**src/logic/psl_pkg.sv**
```systemverilog
// Package of register map, field positions, reset values and timing counts for the sink block.
package psl_pkg;
  // ****************************************************************
  // Register offsets
  // ****************************************************************
  localparam logic [7:0] ADDR_REG_CTRL = 8'h00;
  localparam logic [7:0] ADDR_PUMP_CTRL = 8'h23;
  localparam logic [7:0] ADDR_SEL_FIRST = 8'h24;
  localparam logic [7:0] ADDR_SEL_SECOND = 8'h25;
  localparam logic [7:0] ADDR_FLAGS_FIRST = 8'h2a;
  localparam logic [7:0] ADDR_FLAGS_SECOND = 8'h2b;
  localparam logic [7:0] ADDR_BOOST = 8'h30;
  localparam logic [7:0] ADDR_HW_CTRL = 8'h31;
  localparam logic [7:0] ADDR_AUDIO_MAP = 8'h32;
  // ****************************************************************
  // Field positions
  // ****************************************************************
  localparam int PUMP_ON_BIT = 2;
  localparam int MODE_LSB = 1;
  localparam int SWITCH_LSB = 3;
  localparam int LONG_DEB_BIT = 5;
  localparam int GP_C_MON_BIT = 4;
  localparam int HV_C_MON_BIT = 7;
  localparam int BOOST_BIT = 0;
  localparam int HW_STROBE_EN_BIT = 0;
  localparam int HW_STROBE_PAR_BIT = 1;
  localparam int HW_PREVIEW_EN_BIT = 2;
  localparam int HW_PWM_EN_BIT = 3;
  localparam int HW_PATTERN_EN_BIT = 4;
  localparam logic [7:0] SEL_FIRST_MASK = 8'h7f;
  localparam logic [7:0] SEL_SECOND_MASK = 8'h9f;
  localparam logic [7:0] HW_CTRL_MASK = 8'h1f;
  // ****************************************************************
  // Encodings and reset values
  // ****************************************************************
  localparam logic [1:0] MODE_1X = 2'h0;
  localparam logic [1:0] MODE_1X5 = 2'h1;
  localparam logic [1:0] MODE_2X = 2'h2;
  localparam logic [1:0] SW_AUTO_ALL = 2'h0;
  localparam logic [1:0] SW_AUTO_LIMIT = 2'h1;
  localparam logic [1:0] AUDIO_NONE = 2'h3;
  localparam logic [7:0] RST_ZERO = 8'h00;
  localparam logic [7:0] RST_AUDIO_MAP = 8'hff;
  // ****************************************************************
  // Timing
  // ****************************************************************
  localparam int CLK_MHZ = 25;
  localparam int DEB_SHORT_US = 240;
  localparam int DEB_LONG_US = 2000;
  localparam int DEB_SHORT_CYC = DEB_SHORT_US * CLK_MHZ;
  localparam int DEB_LONG_CYC = DEB_LONG_US * CLK_MHZ;
  localparam int DEB_CNT_W = 16;
  typedef enum logic {DB_IDLE, DB_COUNT} psl_db_state_t;
endpackage

```
**src/logic/psl_dbnc_if.sv**
```systemverilog
// Interface between the register logic and the mode-switch debounce timer.
`timescale 1ns/1ps
`default_nettype none
interface psl_dbnc_if;
  logic pump_on;
  logic enable;
  logic long_opt;
  logic low;
  logic step;
  modport ctl (output pump_on, output enable, output long_opt, output low, input step);
  modport tmr (input pump_on, input enable, input long_opt, input low, output step);
endinterface
`default_nettype wire

```
**src/logic/psl_debounce.sv**
```systemverilog
// Debounce timer that asks for one pump up-step after a sustained low sink voltage.
`timescale 1ns/1ps
`default_nettype none
module psl_debounce #(
  parameter int SHORT_CYC = psl_pkg::DEB_SHORT_CYC,
  parameter int LONG_CYC = psl_pkg::DEB_LONG_CYC
) (
  input wire logic clk_in,
  input wire logic rst_n_in,
  psl_dbnc_if.tmr dbnc
);
  import psl_pkg::*;
  typedef struct packed {
    psl_db_state_t st;
    logic [DEB_CNT_W-1:0] cnt;
    logic first;
    logic step;
  } psl_db_t;
  psl_db_t q_ff;
  psl_db_t nxt_q;
  logic [DEB_CNT_W-1:0] limit;

  // ****************************************************************
  // Timer
  // ****************************************************************
  // The long start window only applies until the first up-step after pump start.
  assign limit = (q_ff.first && dbnc.long_opt) ? DEB_CNT_W'(LONG_CYC - 1) :
                 DEB_CNT_W'(SHORT_CYC - 1);
  always_comb begin
    nxt_q = q_ff;
    nxt_q.step = 1'b0;
    if (!dbnc.pump_on) begin
      nxt_q.first = 1'b1;
    end
    unique case (q_ff.st)
      DB_IDLE: begin
        nxt_q.cnt = '0;
        if (dbnc.enable && dbnc.low) begin
          nxt_q.st = DB_COUNT;
        end
      end
      DB_COUNT: begin
        if (!dbnc.enable || !dbnc.low) begin
          nxt_q.st = DB_IDLE;
          nxt_q.cnt = '0;
        end else if (q_ff.cnt >= limit) begin
          nxt_q.step = 1'b1;
          nxt_q.first = 1'b0;
          nxt_q.st = DB_IDLE;
          nxt_q.cnt = '0;
        end else begin
          nxt_q.cnt = q_ff.cnt + 1'b1;
        end
      end
    endcase
  end
  always_ff @(posedge clk_in) begin
    if (!rst_n_in) begin
      q_ff <= '{st: DB_IDLE, cnt: '0, first: 1'b1, step: 1'b0};
    end else begin
      q_ff <= nxt_q;
    end
  end
  assign dbnc.step = q_ff.step;

  // ****************************************************************
  // Checks
  // ****************************************************************
  step_needs_low_a: assert property (@(posedge clk_in) disable iff (!rst_n_in)
    $rose(q_ff.step) |-> $past(dbnc.low, 1) && $past(dbnc.low, 2) && $past(dbnc.enable, 1))
    else $error("Up-step without a sustained low sink.");
  short_window_a: assert property (@(posedge clk_in) disable iff (!rst_n_in)
    (q_ff.step && !dbnc.long_opt) |-> $past(q_ff.cnt) == DEB_CNT_W'(SHORT_CYC - 1))
    else $error("Short debounce window has the wrong length.");
  step_cover_c: cover property (@(posedge clk_in) disable iff (!rst_n_in) q_ff.step);
endmodule
`default_nettype wire

```
**src/logic/psl_top.sv**
```systemverilog
// Sink selection, low-voltage status and pump auto-mode register block.
// ****************************************************************
// Function
// - Second select bit 4 monitors general sink c for pump mode; resets 0.
// - Second select bit 7 monitors high-voltage sink c; resets 0.
// - Each status bit reads 1 while its sink voltage is too low.
// - First status: parallel a-d, colour a-c, high-voltage c, low-class threshold.
// - Second status bits 0,1: high-voltage a,b against high-class threshold.
// - Second status bits 2-4: general sinks a-c against low-class threshold.
// - Status registers are read-only live values; writes do nothing.
// - Parallel sinks get the extended strobe range only when boost is set.
// - Strobe drives high-voltage a or parallel a; preview drives high-voltage b.
// - Parallel sinks map freely to audio channels; others fixed in order.
// - Auto mode steps pump up after debounce while a monitored sink is low.
// - Unselected sinks never cause a pump up-step.
// - Without the long start option the debounce is always 240 us.
// ****************************************************************
`timescale 1ns/1ps
`default_nettype none
module psl_top #(
  parameter int DEB_SHORT_CYC_P = psl_pkg::DEB_SHORT_CYC,
  parameter int DEB_LONG_CYC_P = psl_pkg::DEB_LONG_CYC
) (
  input wire logic CLK_SYS_IN,
  input wire logic RESETN_IN,
  input wire logic [7:0] ADDR_IN,
  input wire logic [7:0] WDATA_IN,
  input wire logic WR_IN,
  input wire logic RD_IN,
  input wire logic [10:0] CMP_LV_IN,
  input wire logic [1:0] CMP_HV_IN,
  input wire logic STROBE_IN,
  input wire logic PREVIEW_IN,
  input wire logic PWM_IN,
  input wire logic PATTERN_IN,
  input wire logic [2:0] AUDIO_CH_IN,
  output logic [7:0] RDATA_OUT,
  output logic [1:0] PUMP_MODE_OUT,
  output logic PAR_RANGE_EXT_OUT,
  output logic HV_A_HW_ON_OUT,
  output logic PAR_A_HW_ON_OUT,
  output logic HV_B_HW_ON_OUT,
  output logic [3:0] PAR_AUDIO_OUT,
  output logic [2:0] HV_AUDIO_OUT,
  output logic [2:0] COL_AUDIO_OUT,
  output logic [2:0] GP_AUDIO_OUT
);
  import psl_pkg::*;

  // ****************************************************************
  // State
  // ****************************************************************
  typedef struct packed {
    logic pump_on;
    logic [1:0] mode;
    logic [1:0] sw;
    logic long_opt;
    logic [6:0] sel1;
    logic [7:0] sel2;
    logic boost;
    logic [4:0] hwctl;
    logic [7:0] audio;
    logic [10:0] s1_lv;
    logic [10:0] s2_lv;
    logic [1:0] s1_hv;
    logic [1:0] s2_hv;
    logic any_low;
    logic [7:0] rdata;
    logic hv_a_hw;
    logic par_a_hw;
    logic hv_b_hw;
    logic [3:0] par_aud;
    logic [2:0] fix_aud;
  } psl_top_state_t;
  psl_top_state_t q_ff;
  psl_top_state_t nxt_q;
  psl_dbnc_if dbnc ();
  logic auto_sw;
  logic [1:0] mode_limit;
  logic [3:0] par_aud_sel;
  logic [10:0] lv_mon;
  logic [1:0] hv_mon;
  logic hw_src;

  // ****************************************************************
  // Monitor selection and auto mode
  // ****************************************************************
  // Sink order of the low-class comparators: parallel a-d, colour a-c,
  // high-voltage c, general a-c. Only synchronised copies are looked at.
  assign lv_mon = {q_ff.sel2[GP_C_MON_BIT:2], q_ff.sel2[HV_C_MON_BIT], q_ff.sel1};
  assign hv_mon = q_ff.sel2[1:0];
  assign auto_sw = q_ff.sw == SW_AUTO_ALL || q_ff.sw == SW_AUTO_LIMIT;
  assign mode_limit = (q_ff.sw == SW_AUTO_ALL) ? MODE_2X : MODE_1X5;
  assign dbnc.pump_on = q_ff.pump_on;
  assign dbnc.enable = q_ff.pump_on && auto_sw && q_ff.mode != mode_limit;
  assign dbnc.long_opt = q_ff.long_opt;
  assign dbnc.low = q_ff.any_low;

  psl_debounce #(
    .SHORT_CYC(DEB_SHORT_CYC_P),
    .LONG_CYC(DEB_LONG_CYC_P)
  ) u_debounce (
    .clk_in(CLK_SYS_IN),
    .rst_n_in(RESETN_IN),
    .dbnc(dbnc.tmr)
  );

  // ****************************************************************
  // Audio channel routing
  // ****************************************************************
  generate
    for (genvar i = 0; i < 4; i++) begin : g_par_aud
      assign par_aud_sel[i] = (q_ff.audio[2*i+1:2*i] == AUDIO_NONE) ? 1'b0 :
                              AUDIO_CH_IN[q_ff.audio[2*i+1:2*i]];
    end
  endgenerate
  assign hw_src = (q_ff.hwctl[HW_PWM_EN_BIT] && PWM_IN) ||
                  (q_ff.hwctl[HW_PATTERN_EN_BIT] && PATTERN_IN);

  // ****************************************************************
  // Next state
  // ****************************************************************
  always_comb begin
    nxt_q = q_ff;
    // Two flops per comparator; only the second rank feeds status and debounce.
    nxt_q.s1_lv = CMP_LV_IN;
    nxt_q.s2_lv = q_ff.s1_lv;
    nxt_q.s1_hv = CMP_HV_IN;
    nxt_q.s2_hv = q_ff.s1_hv;
    nxt_q.any_low = |(q_ff.s2_lv & lv_mon) || |(q_ff.s2_hv & hv_mon);
    nxt_q.hv_a_hw = hw_src || (q_ff.hwctl[HW_STROBE_EN_BIT] &&
                    !q_ff.hwctl[HW_STROBE_PAR_BIT] && STROBE_IN);
    nxt_q.par_a_hw = hw_src || (q_ff.hwctl[HW_STROBE_EN_BIT] &&
                     q_ff.hwctl[HW_STROBE_PAR_BIT] && STROBE_IN);
    nxt_q.hv_b_hw = hw_src || (q_ff.hwctl[HW_PREVIEW_EN_BIT] && PREVIEW_IN);
    nxt_q.par_aud = par_aud_sel;
    nxt_q.fix_aud = AUDIO_CH_IN;
    // Up-step from the debounce timer; capped at the limit of the chosen algorithm.
    if (dbnc.step && auto_sw && q_ff.pump_on && q_ff.mode != mode_limit) begin
      nxt_q.mode = q_ff.mode + 2'h1;
    end
    if (WR_IN) begin
      unique case (ADDR_IN)
        ADDR_REG_CTRL: nxt_q.pump_on = WDATA_IN[PUMP_ON_BIT];
        ADDR_PUMP_CTRL: begin
          nxt_q.sw = WDATA_IN[SWITCH_LSB+:2];
          nxt_q.long_opt = WDATA_IN[LONG_DEB_BIT];
          // In auto modes the mode field reports, so a write to it is dropped.
          if (!auto_sw && WDATA_IN[MODE_LSB+:2] != 2'h3) begin
            nxt_q.mode = WDATA_IN[MODE_LSB+:2];
          end
        end
        ADDR_SEL_FIRST: nxt_q.sel1 = WDATA_IN[6:0] & SEL_FIRST_MASK[6:0];
        ADDR_SEL_SECOND: nxt_q.sel2 = WDATA_IN & SEL_SECOND_MASK;
        ADDR_BOOST: nxt_q.boost = WDATA_IN[BOOST_BIT];
        ADDR_HW_CTRL: nxt_q.hwctl = WDATA_IN[4:0] & HW_CTRL_MASK[4:0];
        ADDR_AUDIO_MAP: nxt_q.audio = WDATA_IN;
        default: nxt_q.rdata = q_ff.rdata; // Status and unmapped: ignored.
      endcase
    end
    // A pump switched off falls back to the 1:1 mode.
    if (!q_ff.pump_on) begin
      nxt_q.mode = MODE_1X;
    end
    nxt_q.rdata = RST_ZERO;
    if (RD_IN) begin
      unique case (ADDR_IN)
        ADDR_REG_CTRL: nxt_q.rdata[PUMP_ON_BIT] = q_ff.pump_on;
        ADDR_PUMP_CTRL: nxt_q.rdata = {2'h0, q_ff.long_opt, q_ff.sw, q_ff.mode, 1'b0};
        ADDR_SEL_FIRST: nxt_q.rdata = {1'b0, q_ff.sel1};
        ADDR_SEL_SECOND: nxt_q.rdata = q_ff.sel2;
        ADDR_FLAGS_FIRST: nxt_q.rdata = q_ff.s2_lv[7:0];
        ADDR_FLAGS_SECOND: nxt_q.rdata = {3'h0, q_ff.s2_lv[10:8], q_ff.s2_hv};
        ADDR_BOOST: nxt_q.rdata[BOOST_BIT] = q_ff.boost;
        ADDR_HW_CTRL: nxt_q.rdata = {3'h0, q_ff.hwctl};
        ADDR_AUDIO_MAP: nxt_q.rdata = q_ff.audio;
        default: nxt_q.rdata = RST_ZERO;
      endcase
    end
  end

  // ****************************************************************
  // Registers
  // ****************************************************************
  always_ff @(posedge CLK_SYS_IN) begin
    if (!RESETN_IN) begin
      q_ff <= '0;
      q_ff.audio <= RST_AUDIO_MAP;
    end else begin
      q_ff <= nxt_q;
    end
  end

  assign RDATA_OUT = q_ff.rdata;
  assign PUMP_MODE_OUT = q_ff.mode;
  assign PAR_RANGE_EXT_OUT = q_ff.boost;
  assign HV_A_HW_ON_OUT = q_ff.hv_a_hw;
  assign PAR_A_HW_ON_OUT = q_ff.par_a_hw;
  assign HV_B_HW_ON_OUT = q_ff.hv_b_hw;
  assign PAR_AUDIO_OUT = q_ff.par_aud;
  assign HV_AUDIO_OUT = q_ff.fix_aud;
  assign COL_AUDIO_OUT = q_ff.fix_aud;
  assign GP_AUDIO_OUT = q_ff.fix_aud;

  // ****************************************************************
  // Checks
  // ****************************************************************
  sel_reset_a: assert property (@(posedge CLK_SYS_IN)
    $rose(RESETN_IN) |-> q_ff.sel2[GP_C_MON_BIT] == 1'b0 && q_ff.sel2[HV_C_MON_BIT] == 1'b0)
    else $error("Second select register not cleared by reset.");
  sel_readback_a: assert property (@(posedge CLK_SYS_IN) disable iff (!RESETN_IN)
    (WR_IN && ADDR_IN == ADDR_SEL_SECOND) ##1 (RD_IN && ADDR_IN == ADDR_SEL_SECOND)
    |=> RDATA_OUT == ($past(WDATA_IN, 2) & SEL_SECOND_MASK))
    else $error("Second select register read back wrong.");
  flags_first_a: assert property (@(posedge CLK_SYS_IN) disable iff (!RESETN_IN)
    (RD_IN && ADDR_IN == ADDR_FLAGS_FIRST && $past(RESETN_IN, 1) && $past(RESETN_IN, 2))
    |=> RDATA_OUT == $past(CMP_LV_IN[7:0], 3))
    else $error("First status register does not show the live comparators.");
  flags_second_a: assert property (@(posedge CLK_SYS_IN) disable iff (!RESETN_IN)
    (RD_IN && ADDR_IN == ADDR_FLAGS_SECOND && $past(RESETN_IN, 1) && $past(RESETN_IN, 2))
    |=> RDATA_OUT == {3'h0, $past(CMP_LV_IN[10:8], 3), $past(CMP_HV_IN, 3)})
    else $error("Second status register does not show the live comparators.");
  status_ro_a: assert property (@(posedge CLK_SYS_IN) disable iff (!RESETN_IN)
    (WR_IN && (ADDR_IN == ADDR_FLAGS_FIRST || ADDR_IN == ADDR_FLAGS_SECOND))
    |=> q_ff.s2_lv == $past(q_ff.s1_lv) && q_ff.s2_hv == $past(q_ff.s1_hv))
    else $error("A write disturbed the status registers.");
  sync_depth_a: assert property (@(posedge CLK_SYS_IN) disable iff (!RESETN_IN)
    $past(RESETN_IN, 2) |-> q_ff.s2_lv == $past(CMP_LV_IN, 2))
    else $error("Comparator synchroniser is not two flops deep.");
  no_select_a: assert property (@(posedge CLK_SYS_IN) disable iff (!RESETN_IN)
    (q_ff.sel1 == 7'h00 && q_ff.sel2 == RST_ZERO) |=> !q_ff.any_low)
    else $error("Unselected sink raised the low indication.");
  boost_write_a: assert property (@(posedge CLK_SYS_IN) disable iff (!RESETN_IN)
    (WR_IN && ADDR_IN == ADDR_BOOST) |=> PAR_RANGE_EXT_OUT == $past(WDATA_IN[BOOST_BIT]))
    else $error("Extended range output does not follow the boost bit.");
  strobe_route_a: assert property (@(posedge CLK_SYS_IN) disable iff (!RESETN_IN)
    (STROBE_IN && q_ff.hwctl == 5'h01) |=> HV_A_HW_ON_OUT && !PAR_A_HW_ON_OUT)
    else $error("Strobe not routed to high-voltage sink a.");
  audio_map_a: assert property (@(posedge CLK_SYS_IN) disable iff (!RESETN_IN)
    (q_ff.audio[1:0] == 2'h1) |=> PAR_AUDIO_OUT[0] == $past(AUDIO_CH_IN[1]))
    else $error("Parallel sink a not following its audio channel.");
  mode_step_a: assert property (@(posedge CLK_SYS_IN) disable iff (!RESETN_IN)
    (dbnc.step && q_ff.pump_on && q_ff.sw == SW_AUTO_ALL && q_ff.mode == MODE_1X && !WR_IN)
    |=> q_ff.mode == MODE_1X5)
    else $error("Pump did not step up after debounce.");
  mode_2x_c: cover property (@(posedge CLK_SYS_IN) disable iff (!RESETN_IN) q_ff.mode == MODE_2X);
  flag_read_c: cover property (@(posedge CLK_SYS_IN) disable iff (!RESETN_IN)
    (RD_IN && ADDR_IN == ADDR_FLAGS_SECOND) ##1 RDATA_OUT != RST_ZERO);
  strobe_c: cover property (@(posedge CLK_SYS_IN) disable iff (!RESETN_IN) PAR_A_HW_ON_OUT);
endmodule
`default_nettype wire

```
**config.mk**
```make
export PLATFORM = sky130hd
export DESIGN_NAME = psl_top
export DESIGN_NICKNAME = d
export VERILOG_FILES = /design/src/logic/psl_pkg.sv /design/src/logic/psl_dbnc_if.sv /design/src/logic/psl_debounce.sv /design/src/logic/psl_top.sv
export SDC_FILE = /design/constraint.sdc
export NUM_CORES = 1
export LEC_CHECK = 0
export ABC_AREA = 1
export BUFFER_PORTS_ARGS = -buffer_cell sky130_fd_sc_hd__buf_2
export CORE_MARGIN = 2
export CORE_UTILIZATION = 33
export CTS_CLUSTER_DIAMETER = 200
export DETAILED_ROUTE_END_ITERATION = 6
export GPL_TIMING_DRIVEN = 1
export PLACE_DENSITY = 0.53
export SKIP_LAST_GASP = 1
export SLEW_MARGIN = 15
export SYNTH_ARGS = -nofsm -noshare
export SYNTH_HDL_FRONTEND = slang
export SYNTH_SLANG_ARGS = --single-unit
```
**constraint.sdc**
```tcl
create_clock -name CLK_SYS_IN -period 4 [get_ports CLK_SYS_IN]
set_input_delay 0.2 -clock CLK_SYS_IN [delete_from_list [all_inputs] [get_ports CLK_SYS_IN]]
set_output_delay 0.2 -clock CLK_SYS_IN [all_outputs]
set_load 0.01 [all_outputs]
```
-- Yosys cells after proc, flatten, opt, wreduce, memory -nomap -nowiden
Index checks and enable logic that the tools add are counted.
- flip-flop bits (word level): 97
- output and inout port bits: 27
- add/subtract/negate cells: 2
- $lt $le $gt $ge: 5
- equal/unequal tests: 15
- multiplexer cells: 32
- bitwise logic cells: 4
- reduce and logical (&&, ||, !) cells: 44
- operator list (cell ; count):
    $eq A8 B6 Y1 const B ; 8
    $pmux W5 S7 ; 1
    $mux W34 ; 1
    $pmux W17 S2 ; 1
    $mux W16 ; 2
    $reduce_and A2 Y1 ; 9
    $mux W17 ; 1
    $add A16 B1 Y16 const B ; 1
    $ge A16 B16 Y1 ; 1
    $mux W8 ; 2
    $logic_and A1 B1 Y1 ; 15
    $pmux W1 S7 ; 2
    $lt A2 B3 Y1 const B ; 4
    $mux W2 ; 6
    $and A11 B11 Y11 ; 1
    $reduce_or A11 Y1 ; 1
    $mux W5 ; 2
    $reduce_or A2 Y1 ; 5
    $bmux W1 S2 ; 4
    $eq A2 B2 Y1 const B ; 4
    $logic_not A8 Y1 ; 1
    $mux W1 ; 8
    $pmux W1 S8 ; 1
    $logic_or A1 B1 Y1 ; 7
    other kinds (10) ; 14

-- Logic depth before layout (Yosys ltp)
Gate-level depths: netlist of run 1.
- word-level depth: 9
- mapped depth: 10

-- By module
From an unflattened synthesis of run 1, not the netlist that was laid out.
- cell total of the unflattened synthesis: 600
- area, all modules: 4525.6 sq um
- modules (own cells, without submodules) (module ; times used ; cells an instance ; area an instance (sq um)):
    psl_top ; 1 ; 469 ; 3547.2
    psl_debounce ; 1 ; 131 ; 978.4

-- Worst setup path before layout of run 1
OpenSTA, ideal clock, no wires.
- kind: register to register
- start: reg u_debounce.q_ff[2] (netlist bit)
- end: reg u_debounce.q_ff[14] (netlist bit)
- arrival: 1.333 ns
- data required time: 3.938 ns
- setup slack: 2.605 ns
- cell stages (with the launch flop): 10
- buffers on the path: 0
- cells stage by stage: dfxtp_1 -> ha_1 -> nand2_1 -> nor2_1 -> nand2_1 -> nor2_1 -> nand2_1 -> o21ai_0 -> nand2_1 -> nor2_2
- cells in the longest elaborated chain, start to end: 4
- RTL lines (item ; line ; source):
    start, declared ; psl_debounce.sv:19 ; psl_db_t q_ff;
    start signal, assigned ; psl_debounce.sv:59 ; q_ff <= '{st: DB_IDLE, cnt: '0, first: 1'b1, step: 1'b0};
    start signal, assigned ; psl_debounce.sv:61 ; q_ff <= nxt_q;
    $add A16 B1 Y16 / $ge A16 B16 Y1 (equally long branches) ; psl_debounce.sv:52, psl_debounce.sv:46 ;
    $mux W16 * ; psl_debounce.sv:46 ; end else if (q_ff.cnt >= limit) begin
    $mux W17 * ; psl_debounce.sv:43 ; if (!dbnc.enable || !dbnc.low) begin
    $pmux W17 S2 * ; psl_debounce.sv:35 ; unique case (q_ff.st)
Mark *: on every way between the ends. The rest lies on a longest branch, timed or not.
A chain may end at the register's enable or synchronous reset.

-- Worst setup path after layout of run 1
- start: in ADDR_IN[7]
- end: reg q_ff[46] (netlist bit)
- cells in the longest elaborated chain, start to end: 2
- RTL lines (item ; line ; source):
    start, declared ; psl_top.sv:26 ; input wire logic [7:0] ADDR_IN,
    $eq A8 B6 Y1 ; psl_top.sv:143 ; unique case (ADDR_IN)
    $reduce_and A2 Y1 (no source line) ; - ;
    end signal, assigned ; psl_top.sv:190 ; q_ff <= nxt_q;
    end, declared ; psl_top.sv:75 ; psl_top_state_t q_ff;
No other way between the ends.

==> impl_metrics.yaml, run 1 <==
floorplan:
  fp.dieW_um: 119
  die_area_um2: 14100
  initial_core_util: 0.341
  boundaryPins: 67
  row_count: 41
  core-area_um2: 12700
  die_y_um: 119
routing:
  detail_route.first_pass.iterations: 5
  drt-wirelength-per-cell_um: 12.8
  avgViaCountPerCell: 4.52
  antenna_left: 0
  post-route-drc-count: 0
  drt_wl_total_um: 10500
  vias: 3687
  drt-initial-drc-count: 219
logic_synthesis:
  syn-num-nets: 639
  synthesized_area_um2: 4330
  ys_top_cells_by_area: "sky130_fd_sc_hd__dfxtp_1 (45%), sky130_fd_sc_hd__nand2_1 (11%), sky130_fd_sc_hd__inv_1 (8.1%), sky130_fd_sc_hd__nand3_1 (5.0%), sky130_fd_sc_hd__o21ai_0 (4.5%)"
  synth_xor_area_frac: 0.0222
  dominantRegCellSynth: "sky130_fd_sc_hd__dfxtp_1"
  synthesis.area_per_instance_um2: 7.25
  synth.top_cells.by_count: "sky130_fd_sc_hd__nand2_1 (128), sky130_fd_sc_hd__dfxtp_1 (97), sky130_fd_sc_hd__inv_1 (94)"
  synthesis.yosys.warnings: 0
  yosysSeqAreaShare: 0.448
  synth.most_common_cell: "sky130_fd_sc_hd__nand2_1"
  synthAdderAreaFrac: 0.00289
  yosys-mux-area-fraction: 0
  synth_edf_count: 0
  main_combinational_cell_family_by_area_after_synthesis: "simple AND/OR/NAND/NOR gates"
  synth_compound_area_frac: 0.124
  synthCells: 598
  synth-seq-cells: 97
  synth_top_area_cell: "sky130_fd_sc_hd__dfxtp_1"
  synth_top_area_frac: 0.448
  post_synth_and_or_nand_nor_area_fraction: 0.262
  number_of_distinct_library_cells_after_synthesis: 31
  postSynth.asyncResetShare: 0
cts:
  tritoncts_num_sinks: 97
  post_cts_resized: 0
  worst_setup_hold_path_clk_slew_ns: 0.07
  cts_max_level: 3
  clock_insertion_delay_worst_skew_ns: 0.34
  cts_inserted_buffers: 9
  post_cts_buffers: 0
  cts_hold_repair.buffers: 0
  tritoncts: "done"
  ctsLongestPathBuffers: 2
  ctsRootBufferMaster: "sky130_fd_sc_hd__clkbuf_16"
timing:
  timing.final.hold_violations: 0
  finalCriticalPeriod_ns: 1.73
  tightest_hold_margin_ns: 0.0406
  min_period_over_period: 0.433
  unrepaired_setup_endpoints_after_global_routing: "false"
  report.final.slew_viol_count: 0
  max-slew-margin-rel: 0.411
  timing.setup.tns_ns: 0
  fmax_ghz: 0.578
  worst_slew_pin_slew_ns: 0.884
  fin_skew_ns: 0.00620
  final_count_of_negative_setup_slack_endpoints: 0
setup_path:
  start_kind: "input port"
  criticalPathCategory: "in -> reg"
  r2r.worst_path.cells: 9
  crit_required_ns: 4.18
  reg2reg_to: "u_debounce.q_ff[14]"
  crit_path_start: "ADDR_IN[7]"
  flop_to_flop_setup_slack_ns: 2.38
  arrival_ns: 1.92
  end_kind: "flip-flop"
  max_fo_critical_path: 14
  r2r_start: "u_debounce.q_ff[2]"
outcome:
  outcome: "finished, final reports clean"
min_path:
  hold_depth: 3
  worst_hold_path_type: "in -> reg"
  worst_hold_path.endpoint: "nxt_q[25]"
  hold_path.startpoint: "CMP_LV_IN[2]"
cells_and_area:
  n_fill_cell: 1387
  layout-area-overhead-vs-synth_pct: 14.4
  post-route-util: 0.389
  finalNetCount: 680
  non_filler_instance_count_after_layout: 816
  layout-drive-gt1-share: 0.171
  antenna-diode-count: 0
global_routing:
  grt_antenna_before_repair: 0
  grt_first_pass_wirelength_um: 17000
  largest_net_degree_at_the_start_of_global_routing: 53
  gr-usage-all-layers: 0.153
  grt_remaining_overflow: 0
  grt_pass1_vias: 3452
power_and_ir_drop:
  ir_drop_v: 0.000177
  power.density_nw_per_um2: 399
  cell_internal_pwr_mw: 1.56
  p_leak_nw: 2.36
  combinationalPowerShare: 0.043
  switching_share: 0.212
  share_clk_of_total_power: 0.457
  total_power_mw: 1.97
  netSwitchingPower_mw: 0.418
  seq_power_share: 0.500
placed_design:
  final_estimated_routing_congestion_in_global_placement: 0.942
  dpl.hpwl_um: 8070
  port_buffers: 66
  placed_cells_incl_taps: 800
job:
  maxCapViolCount: 0
==> registers in the layout, summed over array words and instances, names as in the netlist <==
register,flops
hv_mon,2
PUMP_MODE_OUT,2
HV_A_HW_ON_OUT,1
COL_AUDIO_OUT,3
RDATA_OUT,8
nxt_q,13
dbnc.pump_on,1
dbnc.long_opt,1
lv_mon,11
u_debounce.dbnc.step,1
PAR_AUDIO_OUT,4
u_debounce.q_ff,18
PAR_RANGE_EXT_OUT,1
PAR_A_HW_ON_OUT,1
dbnc.low,1
HV_B_HW_ON_OUT,1
q_ff,28
==> power by group through the flow <==
stage / logic, mW / clock network [mW] / registers, mW
final: 0.0858 / 0.902 / 0.986
after global placement: 0.0859 / 0 / 1.01
after detailed placement: 0.0862 / 0 / 1.01
after floorplan: 0.0496 / 0 / 1.01
after CTS: 0.0865 / 0.929 / 0.986
after global routing: 0.0968 / 0.971 / 0.987
==> area by class of cell <==
class	instances	area [µm²]	area share
Clock buffer	11	233	0.0470
Clock inverter	5	80.1	0.0162
Inverter	97	364	0.0735
Multi-Input combinational cell	367	1780	0.360
Sequential cell	97	1940	0.392
Tap cell	172	215	0.0434
Timing Repair Buffer	67	338	0.0682
==> layer usage <==
metal / GRT usage / routed length, µm / vias up
met2: 0.245 / 4700 / 101
met3: 0.0290 / 566 / 15
met4: 0.0707 / 193 / 0
met5: 0 / 0 / -
li1: - / - / 1948
met1: 0.199 / 5010 / 1623
==> layout by cell type (no fill, tap or decap), types with 9 or more instances in the layout <==
cell / n
sky130_fd_sc_hd__xor2_1: 9
sky130_fd_sc_hd__inv_1: 94
sky130_fd_sc_hd__dfxtp_1: 97
sky130_fd_sc_hd__buf_2: 66
sky130_fd_sc_hd__o21ai_0: 39
sky130_fd_sc_hd__nand2_1: 128
sky130_fd_sc_hd__nor2_1: 50
sky130_fd_sc_hd__nor2_2: 15
sky130_fd_sc_hd__nand3_1: 43
sky130_fd_sc_hd__clkbuf_16: 9
sky130_fd_sc_hd__a21oi_1: 38
==> critical path: stages <==
cell	delay, ns
sky130_fd_sc_hd__buf_2	0.10
sky130_fd_sc_hd__nor2_2	0.13
sky130_fd_sc_hd__nand2_1	0.06
sky130_fd_sc_hd__nor2_1	0.57
sky130_fd_sc_hd__nand3_1	0.55
sky130_fd_sc_hd__nand2_1	0.20
sky130_fd_sc_hd__o211ai_1	0.10
==> kinds of logic (layout without fill, tap and decap cells) <==
kind of cell,after synthesis,after routing
buffers and inverters,134,180
xor gates and xnor gates,11,11
and+or+nand+nor,258,258
DFF,97,97
adders and majority gates,1,1
AOI/OAI and AO/OA,97,97
==> through the flow <==
step / setup slack (ns) / instance area, µm²
floorplan: 2.60 / 4330
global placement: 1.99 / 4640
detailed placement: 1.95 / 4640
CTS: 2.29 / 4950
global route: 2.03 / 4950
finish: 2.27 / 4950
==> how the worst max path moves through the flow <==
stage,endpoint,slack (ns),cells after the start
final,q_ff[46],2.27,7
after global routing,q_ff[48],2.03,6
after CTS,q_ff[46],2.29,7
after detailed placement,q_ff[48],1.95,7
after global placement,q_ff[52],1.99,7
after floorplan,u_debounce.q_ff[14],2.60,9
No activity file was read; power rests on OpenSTA's default activity.
==> inputs of run 2 (changes only) <==
==> constraint.sdc (replaced) <==
create_clock -name CLK_SYS_IN -period 1.7 [get_ports CLK_SYS_IN]
set_input_delay 0.085 -clock CLK_SYS_IN [delete_from_list [all_inputs] [get_ports CLK_SYS_IN]]
set_output_delay 0.085 -clock CLK_SYS_IN [all_outputs]
set_load 0.01 [all_outputs]
==> run 2 against run 1 <==
  * Count of clock-buffer cells in the layout increased by 2
  * Clock power increased by 140%
  * Wire length decreased by 1.2%
  * Sequential share of layout area decreased by 1.7 points
  * Total power increased by 140%
  * Sequential power increased by 140%
  * Setup slack got worse by 2.1 ns
  * Utilization increased by 1.7 points
  * Critical path depth increased by 1
  * Combinational power increased to 2.8 times the previous value
==> impl_metrics.yaml, run 2 (same netlist as run 1, synthesis figures left out) <==
outcome:
  outcome: "finished, final reports clean"
timing:
  finalCriticalPeriod_ns: 1.51
  report.final.slew_viol_count: 0
  fin_skew_ns: 0.00580
  timing.final.hold_violations: 0
  unrepaired_setup_endpoints_after_global_routing: "false"
  min_period_over_period: 0.886
  worst_slew_pin_slew_ns: 0.500
  fmax_ghz: 0.664
  max-slew-margin-rel: 0.666
  final_count_of_negative_setup_slack_endpoints: 0
  timing.setup.tns_ns: 0
  tightest_hold_margin_ns: 0.00866
min_path:
  worst_hold_path_type: "in -> reg"
  hold_path.startpoint: "WDATA_IN[7]"
cells_and_area:
  final_cell_mix: "sky130_fd_sc_hd__nand2_1 (128), sky130_fd_sc_hd__dfxtp_1 (97), sky130_fd_sc_hd__inv_1 (94), sky130_fd_sc_hd__buf_2 (66), sky130_fd_sc_hd__nor2_1 (48)"
  most_common_cell_after_layout_fill_and_taps_aside: "sky130_fd_sc_hd__nand2_1"
  multi_input_area_um2: 1790
  final_area_um2: 5180
  antenna-diode-count: 0
  area_of_all_sequential_standard_cells_um2: 1940
  largest-register: "q_ff"
  n_fill_cell: 1335
  post-route-util: 0.407
  largest_register_ffs: 28
  layout-area-overhead-vs-synth_pct: 19.5
  finalNetCount: 700
  layout-drive-gt1-share: 0.178
floorplan:
  row_count: 41
  initial_core_util: 0.341
  die_y_um: 119
  die_area_um2: 14100
  core-area_um2: 12700
  boundaryPins: 67
  fp.dieW_um: 119
setup_path:
  end_kind: "flip-flop"
  flop_to_flop_setup_slack_ns: 0.19
  crit_required_ns: 1.97
  arrival_ns: 1.78
  crit_path_start: "dbnc.pump_on"
  start_kind: "flip-flop"
  max_fo_critical_path: 16
  criticalPathCategory: "reg -> reg"
  r2r_start: "dbnc.pump_on"
global_routing:
  largest_net_degree_at_the_start_of_global_routing: 44
  grt_first_pass_wirelength_um: 16900
  gr-usage-all-layers: 0.153
  grt_pass1_vias: 3483
  grt_remaining_overflow: 0
  grt_antenna_before_repair: 0
placed_design:
  placed_cell_area_um2: 4680
  final_estimated_routing_congestion_in_global_placement: 0.972
  port_buffers: 66
  dpl.hpwl_um: 7920
job:
  maxCapViolCount: 0
cts:
  post_cts_buffers: 0
  clock_insertion_delay_worst_skew_ns: 0.35
  cts_inserted_buffers: 9
  cts_max_level: 3
  tritoncts: "done"
  tritoncts_num_sinks: 97
  ctsRootBufferMaster: "sky130_fd_sc_hd__clkbuf_16"
  worst_setup_hold_path_clk_slew_ns: 0.06
  ctsLongestPathBuffers: 2
power_and_ir_drop:
  p_leak_nw: 2.46
  ir_drop_v: 0.000394
  power.density_nw_per_um2: 909
  total_power_mw: 4.71
routing:
  detail_route.first_pass.iterations: 4
  post-route-drc-count: 0
  drt-initial-drc-count: 304
  vias: 3775
  antenna_left: 0
  avgViaCountPerCell: 4.52
  drt_wl_total_um: 10300
  drt-wirelength-per-cell_um: 12.4
[run 2: cell types whose count changed in the layout (fill, tap and decap cells not counted), moves of 2 or more]
| cell | previous run | this run |
|---|---|---|
| sky130_fd_sc_hd__buf_4 | 1 | 4 |
| sky130_fd_sc_hd__dlygate4sd3_1 | 0 | 16 |
| sky130_fd_sc_hd__nor2_1 | 50 | 48 |
| sky130_fd_sc_hd__nor2_2 | 15 | 17 |
| sky130_fd_sc_hd__clkbuf_8 | 0 | 4 |
| sky130_fd_sc_hd__clkbuf_1 | 2 | 0 |
[run 2: layout make-up]
cell class / instances / area share
clock buffers: 13 / 0.0541
clock inverters: 3 / 0.00894
inverters: 97 / 0.0703
multi-input cells: 367 / 0.345
flip-flops and latches: 97 / 0.375
well taps: 172 / 0.0416
repair buffers: 87 / 0.104
[run 2: through the flow]
stage | std cells | setup WS (ns)
floorplan | 598 | 0.305
global placement | 804 | 0.192
detailed placement | 804 | 0.157
CTS | 836 | 0.140
global route | 836 | 0.0130
finish | 836 | 0.194
[run 2: final timing paths]
path                         to  depth (start not counted)
max reg2reg  u_debounce.q_ff[5]                          8
max          u_debounce.q_ff[5]                          8
min                   lv_mon[7]                          3
min reg2reg            q_ff[27]                          2
[run 2: per-layer routing]
metal,routed length [µm],vias to the layer above,GRT usage
li1,-,1984,-
met1,5060,1658,0.207
met2,4370,115,0.228
met3,656,18,0.0401
met4,263,0,0.0670
met5,0,-,0
[run 2: where the power goes]
part / switching (mW) / internal (mW) / leakage, nW / total (mW)
Sequential: 0.0141 / 2.31 / 0.788 / 2.32
Combinational: 0.139 / 0.0989 / 1.52 / 0.238
Clock: 0.845 / 1.30 / 0.158 / 2.15
Total: 0.998 / 3.71 / 2.46 / 4.71
[run 2: timing repair]
item	CTS	global route
resized for setup	0	2
endpoints found under the hold margin	16	0
hold buffers	16	0
endpoints found under the setup margin	0	2
[run 2: worst max-delay path, cell delays in order, from the launching register on]
cell and delay, ns:
sky130_fd_sc_hd__dfxtp_1 0.37, sky130_fd_sc_hd__inv_1 0.08, sky130_fd_sc_hd__nor2_2 0.07, sky130_fd_sc_hd__nand2_1 0.06, sky130_fd_sc_hd__nor2_2 0.17, sky130_fd_sc_hd__nand3_2 0.14, sky130_fd_sc_hd__nor2_4 0.14, sky130_fd_sc_hd__nand3_4 0.24
sky130_fd_sc_hd__nor2_1 0.15
==> inputs of run 3 (changes only) <==
--- a/config.mk
+++ b/config.mk
@@ -5,7 +5,6 @@
 export SDC_FILE = /design/constraint.sdc
 export NUM_CORES = 1
 export LEC_CHECK = 0
-export ABC_AREA = 1
 export BUFFER_PORTS_ARGS = -buffer_cell sky130_fd_sc_hd__buf_2
 export CORE_MARGIN = 2
 export CORE_UTILIZATION = 33
==> run 3 against run 2 <==
  * Clock skew is 0.0072 ns higher
  * Combinational power up 25%
  * Fmax fell by 7.1%
  * Largest cell class is now multi-input gates
  * Wire length increased by 17%
  * Utilization grew 1.7 points
==> impl_metrics.yaml, run 3 <==
routing:
  post-route-drc-count: 0
  detail_route.first_pass.iterations: 4
  antenna_left: 0
  drt_wl_total_um: 12100
  avgViaCountPerCell: 5.14
  drt-initial-drc-count: 234
  vias: 3883
  drt-wirelength-per-cell_um: 16.0
logic_synthesis:
  synth_top_area_frac: 0.427
  synthCells: 490
  synth.most_common_cell: "sky130_fd_sc_hd__dfxtp_1"
  synthesized_area_um2: 4540
  ys_top_cells_by_area: "sky130_fd_sc_hd__dfxtp_1 (43%), sky130_fd_sc_hd__mux2i_1 (5.9%), sky130_fd_sc_hd__and2_1 (4.5%), sky130_fd_sc_hd__buf_4 (3.8%), sky130_fd_sc_hd__nand3_1 (3.7%)"
  synth.top_cells.by_count: "sky130_fd_sc_hd__dfxtp_1 (97), sky130_fd_sc_hd__nand3_1 (34), sky130_fd_sc_hd__and2_1 (33), sky130_fd_sc_hd__nand2_1 (33), sky130_fd_sc_hd__nor2_1 (29)"
  synth_edf_count: 0
  synth-seq-cells: 97
  synthesis.area_per_instance_um2: 9.27
  syn-num-nets: 531
  postSynth.asyncResetShare: 0
  synthesis.yosys.warnings: 0
  number_of_distinct_library_cells_after_synthesis: 65
  synth_top_area_cell: "sky130_fd_sc_hd__dfxtp_1"
  dominantRegCellSynth: "sky130_fd_sc_hd__dfxtp_1"
  yosysSeqAreaShare: 0.427
timing:
  timing.final.hold_violations: 0
  tightest_hold_margin_ns: 0.0138
  finalCriticalPeriod_ns: 1.62
  timing.setup.tns_ns: 0
  report.final.slew_viol_count: 0
  max-slew-margin-rel: 0.686
  final_count_of_negative_setup_slack_endpoints: 0
  worst_slew_pin_slew_ns: 0.471
  fmax_ghz: 0.617
  fin_skew_ns: 0.0130
  min_period_over_period: 0.953
cells_and_area:
  finalNetCount: 615
  largest_register_ffs: 28
  largest-register: "q_ff"
  final_cell_mix: "sky130_fd_sc_hd__dfxtp_1 (94), sky130_fd_sc_hd__buf_2 (67), sky130_fd_sc_hd__buf_4 (38), sky130_fd_sc_hd__nand3_1 (34)"
  layout-drive-gt1-share: 0.271
  non_filler_instance_count_after_layout: 755
  layout-area-overhead-vs-synth_pct: 24.4
  most_common_cell_after_layout_fill_and_taps_aside: "sky130_fd_sc_hd__dfxtp_1"
  antenna-diode-count: 0
global_routing:
  grt_first_pass_wirelength_um: 19400
  grt_antenna_before_repair: 0
  largest_net_degree_at_the_start_of_global_routing: 42
  grt_pass1_vias: 3737
  grt_remaining_overflow: 0
  gr-usage-all-layers: 0.170
floorplan:
  die_area_um2: 14700
  die_y_um: 121
  initial_core_util: 0.340
  row_count: 42
  core-area_um2: 13300
  fp.dieW_um: 121
  boundaryPins: 67
placed_design:
  placed_cells_incl_taps: 725
  port_buffers: 66
  dpl.hpwl_um: 8790
  final_estimated_routing_congestion_in_global_placement: 0.877
min_path:
  hold_depth: 3
  hold_path.startpoint: "PREVIEW_IN"
  worst_hold_path_type: "in -> reg"
  worst_hold_path.endpoint: "HV_B_HW_ON_OUT"
power_and_ir_drop:
  power.density_nw_per_um2: 830
  ir_drop_v: 0.000438
  p_leak_nw: 2.27
setup_path:
  r2r.worst_path.cells: 6
  critical_path.top_delay_family: "simple AND/OR/NAND/NOR gates"
  end_kind: "flip-flop"
  critical_path.n_buffers_inverters: 2
  criticalPathCategory: "reg -> reg"
  flop_to_flop_setup_slack_ns: 0.08
  reg2reg_to: "u_debounce.q_ff[13]"
  max_fo_critical_path: 11
  worstPathCellList: "or3b_2 -> o32ai_4 -> buf_6 -> buf_12 -> nand3b_1 -> a21oi_1"
  cp_slowest_stage_delay_ns: 0.48
  start_kind: "flip-flop"
  crit_required_ns: 1.93
  r2r_start: "u_debounce.q_ff[14]"
  arrival_ns: 1.85
  critPathSlowestCell: "sky130_fd_sc_hd__or3b_2"
cts:
  cts_max_level: 3
  clock_insertion_delay_worst_skew_ns: 0.35
  worst_setup_hold_path_clk_slew_ns: 0.07
  tritoncts: "done"
  ctsLongestPathBuffers: 2
  cts_inserted_buffers: 9
  ctsRootBufferMaster: "sky130_fd_sc_hd__clkbuf_16"
  tritoncts_num_sinks: 97
outcome:
  outcome: "finished, final reports clean"
job:
  maxCapViolCount: 0
run 3: cell count changes in the layout (fill, tap and decap cells not counted), moves of 27 or more:
cell / before / now
sky130_fd_sc_hd__and2_1: 0 / 33
sky130_fd_sc_hd__buf_4: 4 / 38
sky130_fd_sc_hd__inv_1: 94 / 9
sky130_fd_sc_hd__mux2i_1: 0 / 27
sky130_fd_sc_hd__nand2_1: 128 / 33
sky130_fd_sc_hd__o21ai_0: 39 / 5
run 3: stage by stage:
stage / setup slack [ns] / util / total power, mW / instance area (µm²)
after floorplan: 0.00353 / - / 2.52 / 4550
after global placement: 0.00860 / 0.386 / 2.64 / 5160
after detailed placement: -0.0251 / 0.386 / 2.65 / 5160
after CTS: 0.0490 / 0.419 / 4.74 / 5590
after global routing: -0.000823 / 0.424 / 4.86 / 5660
final: 0.0793 / 0.424 / 4.69 / 5660
run 3: how the worst max path moves through the flow:
| stage | from | endpoint | slack (ns) | depth (start not counted) |
|---|---|---|---|---|
| finish | u_debounce.q_ff[14] | u_debounce.q_ff[13] | 0.08 | 6 |
| global route | u_debounce.q_ff[2] | u_debounce.q_ff[14] | -0.0008 | 6 |
| CTS | u_debounce.q_ff[2] | u_debounce.q_ff[9] | 0.05 | 6 |
| global placement | ADDR_IN[4] | PUMP_MODE_OUT[1] | 0.009 | 5 |
| detailed placement | ADDR_IN[4] | RDATA_OUT[5] | -0.03 | 5 |
| floorplan | PUMP_MODE_OUT[1] | u_debounce.q_ff[17] | 0.004 | 6 |
run 3: worst min-delay path, stage by stage:
cell and delay [ns]:
sky130_fd_sc_hd__buf_2 0.10, sky130_fd_sc_hd__nand2_1 0.06, sky130_fd_sc_hd__a21oi_1 0.07
run 3: layout make-up:
| cell class | instances | area, µm² |
|---|---|---|
| fillers | 1354 | 7690 |
| multi-input cells | 334 | 2320 |
| flip-flops and latches | 97 | 1950 |
| repair buffers | 123 | 833 |
| clock buffers | 10 | 239 |
| well taps | 176 | 220 |
| clock inverters | 6 | 66.3 |
| inverters | 9 | 33.8 |
run 3: power by group:
part	total [mW]	internal (mW)	switching [mW]
Combinational	0.297	0.129	0.168
Clock	2.07	1.08	0.992
Sequential	2.32	2.30	0.0147
run 3: kinds of logic (layout without fill, tap and decap cells):
logic type      after synthesis  after routing  share of synthesized area
fa+ha+maj                     1              1                    0.00275
flops                        97             97                      0.427
mux                          32             32                     0.0719
buf+inv                      59            148                     0.0746
xor+xnor                     12             12                     0.0231
simple gates                199            199                      0.254
compound gates               90             90                      0.146
run 3: timing repair:
item	in CTS	in global routing
setup buffers	0	0
hold endpoints to repair	13	0
gates resized for setup	0	13
setup endpoints to repair	0	11
hold buffers	13	0
run 3: layer usage:
layer	part of all wire	track usage	wire, µm
met5	0	0	0
met4	0.020	0.0639	240
met3	0.054	0.0343	650
met2	0.44	0.260	5310
met1	0.49	0.236	5910
